--- src/shared/hop_consts.vh ---
// Constants for the highside output protection and monitor control block.
`ifndef HOP_CONSTS_VH
`define HOP_CONSTS_VH

// ----------------------------------------------------------------------
// Control register layout
// ----------------------------------------------------------------------
`define HOP_CTRL_WIDTH 16
`define HOP_CTRL_RESET 16'h0000
`define HOP_OCR_EN_MSB 15
`define HOP_MOD_EN_MSB 10
`define HOP_OCR_FREQ_BIT 5
`define HOP_SUPPLY_LATCH_BIT 4
`define HOP_MON_SEL_MSB 3
`define HOP_MON_SEL_LSB 0

// ----------------------------------------------------------------------
// Output group and modulation routing
// ----------------------------------------------------------------------
`define HOP_NUM_OUT 5
`define HOP_SECOND_MOD_MASK 5'h0A
`define HOP_MON_OUTPUTS 11
`define HOP_MON_LAST_CODE 4'hA

// ----------------------------------------------------------------------
// Timing
// ----------------------------------------------------------------------
`define HOP_CLK_HZ 10000000
`define HOP_OCR_SLOW_HZ 1700
`define HOP_OCR_FAST_HZ 3000
`define HOP_OCR_SLOW_CYC (`HOP_CLK_HZ / `HOP_OCR_SLOW_HZ)
`define HOP_OCR_FAST_CYC (`HOP_CLK_HZ / `HOP_OCR_FAST_HZ)
`define HOP_OCR_CNT_W 13

`endif

--- src/core/hop_ctrl.v ---
// Protection and modulation gating for outputs 7-11, current monitor select for outputs 1-11.
// ----------------------------------------------------------------------
// ----------------------------------------------------------------------
`include "hop_consts.vh"

module hop_ctrl #(
    parameter integer OCR_SLOW_CYC = `HOP_OCR_SLOW_CYC,
    parameter integer OCR_FAST_CYC = `HOP_OCR_FAST_CYC
) (
    // Clock and reset
    input wire clk_sys,
    input wire nrst,
    // Control register write and read back
    input wire ctrlWrEn,
    input wire [15:0] ctrlWrData,
    output reg [15:0] ctrlRdData,
    // Output enables from the other control registers, index 0 is output 7
    input wire [4:0] outEnable,
    // Over-current detection and host clear of the flags
    input wire [4:0] ocDetect,
    input wire [4:0] ocFlagClr,
    output reg [4:0] ocFlag,
    // Supply fault and host clear of the status register
    input wire supplyFault,
    input wire supplyStatClr,
    output reg supplyOffFlag,
    // Modulation inputs
    input wire firstModIn,
    input wire secondModIn,
    // Driver switch commands, index 0 is output 7
    output reg [4:0] driveOn,
    // Current image monitor routing, index 0 is output 1
    output reg [10:0] monitorRoute,
    output reg monitorOn
);

    // ------------------------------------------------------------------
    // Control register
    // ------------------------------------------------------------------
    reg [15:0] ctrl_q;

    always @(posedge clk_sys or negedge nrst) begin
        if (!nrst) begin
            ctrl_q <= `HOP_CTRL_RESET;
        end else if (ctrlWrEn) begin
            ctrl_q <= ctrlWrData;
        end
    end

    always @(posedge clk_sys or negedge nrst) begin
        if (!nrst) begin
            ctrlRdData <= `HOP_CTRL_RESET;
        end else begin
            ctrlRdData <= ctrl_q;
        end
    end

    wire fastRate;
    wire supplyLatchSel;
    wire [3:0] monSel;

    assign fastRate = ctrl_q[`HOP_OCR_FREQ_BIT];
    assign supplyLatchSel = ctrl_q[`HOP_SUPPLY_LATCH_BIT];
    assign monSel = ctrl_q[`HOP_MON_SEL_MSB:`HOP_MON_SEL_LSB];

    // ------------------------------------------------------------------
    // Recovery rate divider
    // ------------------------------------------------------------------
    // The tick is the shared internal clock phase for all recoveries, so
    // a tripped output waits between one and a full period before restart.
    localparam integer SLOW_LAST_I = OCR_SLOW_CYC - 1;
    localparam integer FAST_LAST_I = OCR_FAST_CYC - 1;
    localparam [12:0] SLOW_LAST = SLOW_LAST_I[12:0];
    localparam [12:0] FAST_LAST = FAST_LAST_I[12:0];

    reg [12:0] rateCnt_q;
    reg recTick_q;
    wire [12:0] rateLast;

    assign rateLast = fastRate ? FAST_LAST : SLOW_LAST;

    always @(posedge clk_sys or negedge nrst) begin
        if (!nrst) begin
            rateCnt_q <= 13'h0000;
            recTick_q <= 1'b0;
        end else if (rateCnt_q >= rateLast) begin
            rateCnt_q <= 13'h0000;
            recTick_q <= 1'b1;
        end else begin
            rateCnt_q <= rateCnt_q + 13'h0001;
            recTick_q <= 1'b0;
        end
    end

    // ------------------------------------------------------------------
    // Supply fault latch
    // ------------------------------------------------------------------
    // A new fault in the clearing cycle keeps the latch set.
    reg supplyLatch_q;

    always @(posedge clk_sys or negedge nrst) begin
        if (!nrst) begin
            supplyLatch_q <= 1'b0;
        end else if (supplyFault && supplyLatchSel) begin
            supplyLatch_q <= 1'b1;
        end else if (supplyStatClr || !supplyLatchSel) begin
            supplyLatch_q <= 1'b0;
        end
    end

    wire supplyOff;

    assign supplyOff = supplyFault | supplyLatch_q;

    always @(posedge clk_sys or negedge nrst) begin
        if (!nrst) begin
            supplyOffFlag <= 1'b0;
        end else begin
            supplyOffFlag <= supplyOff;
        end
    end

    // ------------------------------------------------------------------
    // Per-output protection and modulation gating
    // ------------------------------------------------------------------
    reg [4:0] tripped_q;
    reg [4:0] ocFlag_q;
    wire [4:0] modMask;

    assign modMask = `HOP_SECOND_MOD_MASK;

    genvar i;
    generate
        for (i = 0; i < `HOP_NUM_OUT; i = i + 1) begin : g_out
            wire ocrEn;
            wire modEn;
            wire modIn;
            wire gate;

            assign ocrEn = ctrl_q[`HOP_OCR_EN_MSB - i];
            assign modEn = ctrl_q[`HOP_MOD_EN_MSB - i];
            assign modIn = modMask[i] ? secondModIn : firstModIn;
            assign gate = modEn ? modIn : 1'b1;

            // Sticky flag: detection wins over a host clear.
            always @(posedge clk_sys or negedge nrst) begin
                if (!nrst) begin
                    ocFlag_q[i] <= 1'b0;
                end else if (ocDetect[i]) begin
                    ocFlag_q[i] <= 1'b1;
                end else if (ocFlagClr[i]) begin
                    ocFlag_q[i] <= 1'b0;
                end
            end

            // A trip in the tick cycle gets one restart on the spot.
            always @(posedge clk_sys or negedge nrst) begin
                if (!nrst) begin
                    tripped_q[i] <= 1'b0;
                end else if (ocDetect[i] && recTick_q) begin
                    tripped_q[i] <= 1'b0;
                end else if (ocDetect[i]) begin
                    tripped_q[i] <= 1'b1;
                end else if (recTick_q && ocrEn) begin
                    tripped_q[i] <= 1'b0;
                end else if (ocFlagClr[i]) begin
                    tripped_q[i] <= 1'b0;
                end
            end

            always @(posedge clk_sys or negedge nrst) begin
                if (!nrst) begin
                    driveOn[i] <= 1'b0;
                end else begin
                    driveOn[i] <= outEnable[i] & gate & ~supplyOff &
                        ~tripped_q[i] & ~ocDetect[i];
                end
            end
        end
    endgenerate

    always @(posedge clk_sys or negedge nrst) begin
        if (!nrst) begin
            ocFlag <= 5'h00;
        end else begin
            ocFlag <= ocFlag_q;
        end
    end

    // ------------------------------------------------------------------
    // Current image monitor selector
    // ------------------------------------------------------------------
    wire monValid;
    wire [10:0] monOneHot;

    assign monValid = (monSel <= `HOP_MON_LAST_CODE);
    assign monOneHot = 11'h001 << monSel;

    always @(posedge clk_sys or negedge nrst) begin
        if (!nrst) begin
            monitorRoute <= 11'h000;
            monitorOn <= 1'b0;
        end else if (monValid) begin
            monitorRoute <= monOneHot;
            monitorOn <= 1'b1;
        end else begin
            monitorRoute <= 11'h000;
            monitorOn <= 1'b0;
        end
    end

endmodule // hop_ctrl

--- config.mk ---
export PLATFORM = sky130hd
export DESIGN_NAME = hop_ctrl
export DESIGN_NICKNAME = d
export VERILOG_FILES = /design/src/core/hop_ctrl.v
export VERILOG_INCLUDE_DIRS = /design/src /design/src/shared
export SDC_FILE = /design/constraint.sdc
export NUM_CORES = 1
export LEC_CHECK = 0
export BUFFER_PORTS_ARGS = -buffer_cell sky130_fd_sc_hd__buf_2
export CAP_MARGIN = 40
export CELL_PAD_IN_SITES_DETAIL_PLACEMENT = 1
export CELL_PAD_IN_SITES_GLOBAL_PLACEMENT = 1
export CORE_UTILIZATION = 45
export DETAILED_ROUTE_END_ITERATION = 10
export PLACE_DENSITY = 0.84
export SLEW_MARGIN = 20
export SYNTH_ARGS = -nofsm -noshare
export SYNTH_HDL_FRONTEND = slang
export SYNTH_SLANG_ARGS = --single-unit
--- constraint.sdc ---
create_clock -name clk_sys -period 3.2 [get_ports clk_sys]
set_input_delay 0.32 -clock clk_sys [delete_from_list [all_inputs] [get_ports clk_sys]]
set_output_delay 0.32 -clock clk_sys [all_outputs]
set_load 0.05 [all_outputs]
## Word-level counts from Yosys, hierarchy flattened

Cells that the tools add are included.

| operators by class | value |
|---|---|
| $add $sub $neg | 1 |
| multipliers | 0 |
| divide/modulo/power cells | 0 |
| $lt $le $gt $ge | 2 |
| equality and inequality tests | 0 |
| shifts and indexed selects | 1 |
| mux-type cells | 37 |
| bitwise gates (word level) | 32 |
| reduce and logical (&&, ||, !) cells | 24 |

Operator list:

| operator | count |
|---|---|
| two-way mux 1 bit | 34 |
| two-way mux 13 bit | 2 |
| bitwise AND 1 bit | 20 |
| nonzero test 4 bit | 5 |
| adder 13 x 1 -> 13 bit (second input constant) | 1 |
| greater-or-equal comparator 13 bit | 1 |
| nonzero test 2 bit | 6 |
| logical AND 1 bit | 11 |
| two-way mux 11 bit | 1 |
| inverter 1 bit | 11 |
| left shift 1 x 4 -> 11 bit (first input constant) | 1 |
| <= comparator 4 bit (second input constant) | 1 |
| logical NOT 1 bit | 1 |
| logical OR 1 bit | 1 |
| OR 1 bit | 1 |

| word-level totals | value |
|---|---|
| register bits after elaboration | 80 |
| latch bits | 0 |
| bits in writable memories | 0 |
| ROM bits | 0 |
| bits of input ports | 38 |
| output and inout bits | 39 |
| word-level logic and storage cells | 121 |
| memories kept | 0 |

## Logic depth before layout (Yosys ltp)

| depth | value |
|---|---|
| depth in word-level cells | 5 |
| mapped depth | 7 |
| mapped depth without buffers | 6 |

## Worst setup path after synthesis

No wires, ideal clock.

| path | value |
|---|---|
| path kind | flip-flop to flip-flop |
| from | reg ctrl_q[5] |
| to | reg rateCnt_q[10] |
| library setup time | 0.080 ns |
| arrival time | 1.960 ns |
| required time | 3.120 ns |
| setup slack | 1.159 ns |
| stages on the path, launching flop included | 8 |
| path buffers | 1 |
| cells stage by stage | dfrtp_1 -> inv_1 -> ha_1 -> or4b_4 -> o2111ai_2 -> a2111oi_4 -> buf_6 -> nor3_2 |

| on the way | value |
|---|---|
| word-level cells in the longest chain between the ends | 3 |

Ends and longest elaborated chain:

| item | RTL line | RTL |
|---|---|---|
| start: declaration | hop_ctrl.v:40 | `reg [15:0] ctrl_q;` |
| start signal: assignment | hop_ctrl.v:44 | `` ctrl_q <= `HOP_CTRL_RESET; `` |
| start signal: assignment | hop_ctrl.v:46 | `ctrl_q <= ctrlWrData;` |
| two-way mux 13 bit | hop_ctrl.v:80 | `assign rateLast = fastRate ? FAST_LAST : SLOW_LAST;` |
| greater-or-equal comparator 13 bit | hop_ctrl.v:86 | `end else if (rateCnt_q >= rateLast) begin` |
| two-way mux 13 bit | hop_ctrl.v:86 |  |
| end signal: assignment | hop_ctrl.v:90 | `rateCnt_q <= rateCnt_q + 13'h0001;` |
| end: declaration | hop_ctrl.v:76 | `reg [12:0] rateCnt_q;` |

Every way passes these cells.
A chain may end at the register's enable or synchronous reset.

## Worst setup path in the final report

| path | value |
|---|---|
| from | reg ctrl_q[5] |
| to | reg recTick_q |

| on the way | value |
|---|---|
| word-level cells in the longest chain between the ends | 3 |

Ends and longest elaborated chain:

| item | RTL line | RTL |
|---|---|---|
| two-way mux 13 bit | hop_ctrl.v:80 |  |
| greater-or-equal comparator 13 bit | hop_ctrl.v:86 |  |
| two-way mux 1 bit | hop_ctrl.v:86 |  |
| end signal: assignment | hop_ctrl.v:85 | `recTick_q <= 1'b0;` |
| end signal: assignment | hop_ctrl.v:88 | `recTick_q <= 1'b1;` |
| end signal: assignment | hop_ctrl.v:91 | `recTick_q <= 1'b0;` |
| end: declaration | hop_ctrl.v:77 | `reg recTick_q;` |

Every way passes these cells.

==> results_dict.tcl <==
set metrics [dict create \
    status "complete, no violations" \
    ys_seq_elements 80 \
    clk_pin_slew_ns 0.09 \
    cts_buffers 9 \
    max_freq_mhz 415 \
    nFillCells 675 \
    core_area_um2 6490 \
    netlist.area_leader.share_pct 64.5 \
    power_mw 2.09 \
    worstMarginPinSlew_ns 0.548 \
    cts-root-buf "clkbuf_8" \
    worstReg2RegStart "ctrl_q[5]" \
    area_growth_pct 22.4 \
    period_share_pct 75.3 \
    rsz0062_at_grt "false" \
    dp_hpwl_um 5120 \
    cp-start-kind "flop" \
    seq_area_frac_synth_pct 64.5 \
    htree_levels 3 \
    leakagePower_nw 1.89 \
    end_kind "flop" \
    grt_usage_pct 21.3 \
    synth_top_cell_by_area "dfrtp_1" \
    synth.distinct_cells 31 \
    synth_cells 239 \
    post-route-drc-count 0 \
    detail_route.first_pass.iterations 4 \
    fin_skew_ns 0.00694 \
    max_slew_margin_pct 63.4 \
    path_class "flop to flop" \
    finalWorstSetupSlack_ns 0.789 \
    grt_max_degree 62 \
    fin_nets 377 \
    synth_fp_nets 289 \
    worstPathArrival_ns 2.65 \
    routed.top_layer "met4" \
    grt_pass1_vias 2372 \
    wl_met2_um 3640 \
    gp_congestion 0.830 \
    powerDensity_nw_per_um2 551 \
    io_pins 77 \
    wirelength_um 7010 \
    slew_violations 0 \
    clock_sink_count 80 \
    place_ws_ns 0.818 \
    ant_nets 0 \
    fin_tns_setup_ns 0 \
    wl_per_cell_um 17.1 \
    die_y_um 85.0 \
    whs_path_depth 2 \
    maxCapViolCount 0 \
    cts_tree "yes" \
    r2r_end "recTick_q" \
    fin_util_pct 58.4 \
    hold_start "ocDetect[0]" \
    setup_violations 0 \
    drt_iter0_markers 36 \
    ys.warnings.count 0 \
    period_minus_slack_ns 2.41 \
    critPathMaxFanout 9 \
    ir_drop_v 0.000192 \
    die_area_um2 7230 \
    vias 2118 \
    rr_worst_depth 7 \
    via_per_inst 5.18 \
    clkLatencyLatePin_ns 0.35 \
    grt-ovfl-total 0 \
    met3WireLength_um 280 \
    hold_class "input port to flop" \
    yosys-top-cells-area "dfrtp_1 (65%), ha_1 (4.8%), mux2_2 (3.6%)" \
    io_buffer_count 76 \
    netlist_area_um2 3100 \
    die_x_um 85.0 \
    grt_pass1_wl_um 11800 \
    drive_gt1_share_pct 36.1 \
    avgSynthCellArea_um2 13.0 \
    wl_met1_um 3050 \
    antennaDiodeCount 0 \
    placedInstanceArea_um2 3610 \
    required_ns 3.43 \
    antenna_found_initial 0 \
    design_area_um2 3800 \
    num_rows 29 \
    hold_violations 0 \
    hold_end "driveOn[0]" \
    initial_core_util_pct 47.8 \
    clockBufferDepth 2 \
    reg2reg_setup_slack_ns 0.79 \
]
## final cells by class
cell class	count	area, µm²	share of cell area [%]
well taps	77	96.3	2.54
clock inverters	7	55.1	1.45
multi-input cells	138	1010	26.7
repair buffers	81	443	11.7
inverters	17	63.8	1.68
clock buffers	9	124	3.26
flip-flops and latches	80	2000	52.7
## Yosys cell counts
| library cell | count |
|---|---|
| nor4_1 | 3 |
| buf_2 | 1 |
| nand2b_1 | 4 |
| nor2_1 | 15 |
| dfrtp_1 | 80 |
| a21o_1 | 5 |
| a31o_2 | 1 |
| o21ai_0 | 12 |
| a2111oi_4 | 1 |
| nor3_1 | 9 |
| buf_6 | 1 |
| nor4b_1 | 5 |
| a21oi_1 | 9 |
| o21ai_1 | 1 |
| nor3_2 | 10 |
| o21a_1 | 7 |
| xnor2_1 | 10 |
| o2111ai_2 | 1 |
| xor2_1 | 1 |
| ha_1 | 12 |
| or4b_4 | 1 |
| nand2_1 | 12 |
| nand4_1 | 3 |
| inv_1 | 17 |
| nor2b_1 | 1 |
| clkbuf_1 | 1 |
| nand3_1 | 3 |
| or2_1 | 1 |
| buf_1 | 1 |
| mux2_2 | 10 |
| nor3b_1 | 1 |
## how the worst max path moves through the flow
stage | slack [ns] | end | startpoint
final | 0.79 | recTick_q | ctrl_q[5]
after global routing | 0.63 | recTick_q | ctrl_q[5]
after CTS | 0.77 | recTick_q | ctrl_q[5]
after detailed placement | 0.82 | recTick_q | ctrl_q[5]
after global placement | 0.87 | recTick_q | ctrl_q[5]
after floorplan | 1.16 | rateCnt_q[10] | ctrl_q[5]
## state kept, by name, indices dropped and copies added, names as in the netlist
signal,cells
ocFlag,5
ctrlRdData,16
tripped_q,5
rateCnt_q,13
supplyOffFlag,1
recTick_q,1
ctrl_q,16
monitorOn,1
monitorRoute,11
driveOn,5
supplyLatch_q,1
ocFlag_q,5
## power by group
group          switching (mW)  internal, mW  leakage (nW)
sequential             0.0382          1.07         0.977
clock                   0.393         0.291        0.0919
combinational           0.217        0.0807         0.821
total                   0.648          1.44          1.89
## critical path, cell delays in order, from the launching register on
cell and delay, ns:
dfrtp_1 0.53, inv_1 0.19, ha_1 0.33, or4b_4 0.53
o2111ai_2 0.12, a2111oi_4 0.16, buf_4 0.21, or2_1 0.23
## repair_timing
| item | in CTS | in global routing |
|---|---|---|
| hold endpoints to repair | 19 | 0 |
| setup buffers | 0 | 0 |
| hold buffers | 1 | 0 |
| resized for setup | 0 | 0 |
## cell families (layout without fill, tap and decap cells)
| kind of cell | Yosys count | count (layout) | share of synthesized area [%] |
|---|---|---|---|
| simple gates | 68 | 68 | 12.9 |
| flops | 80 | 80 | 64.5 |
| xor+xnor | 11 | 11 | 3.11 |
| compound gates | 37 | 37 | 8.11 |
| fa+ha+maj | 12 | 12 | 4.84 |
| buf+inv | 21 | 114 | 2.82 |
| mux | 10 | 10 | 3.63 |
## cell usage in the layout, fill, tap and decap left out, types with 2 or more instances in the layout
cell and count:
a21o_1 5, a21oi_1 9, buf_2 75, buf_4 4, clkbuf_8 9, clkinv_2 2
dfrtp_1 80, ha_1 12, inv_1 17, inv_6 2, mux2_2 10, nand2_1 12
nand2b_1 4, nand3_1 3, nand4_1 3, nor2_1 15, nor3_1 9, nor3_2 10
nor4_1 3, nor4b_1 5, o21a_1 7, o21ai_0 12, xnor2_1 10
## through the flow
stage / hold slack [ns] / instances
after floorplan: 0.0244 / 239
after global placement: 0.355 / 391
after detailed placement: 0.227 / 392
after CTS: 0.166 / 409
after global routing: 0.175 / 409
final: 0.179 / 409
## routing by layer
metal	global-route usage (%)	up-vias
li1	-	999
met1	27.3	1064
met4	6.93	0
met2	37.0	51
met5	0	-
met3	3.60	4
Note: power is estimated with default switching activity, not from simulation.
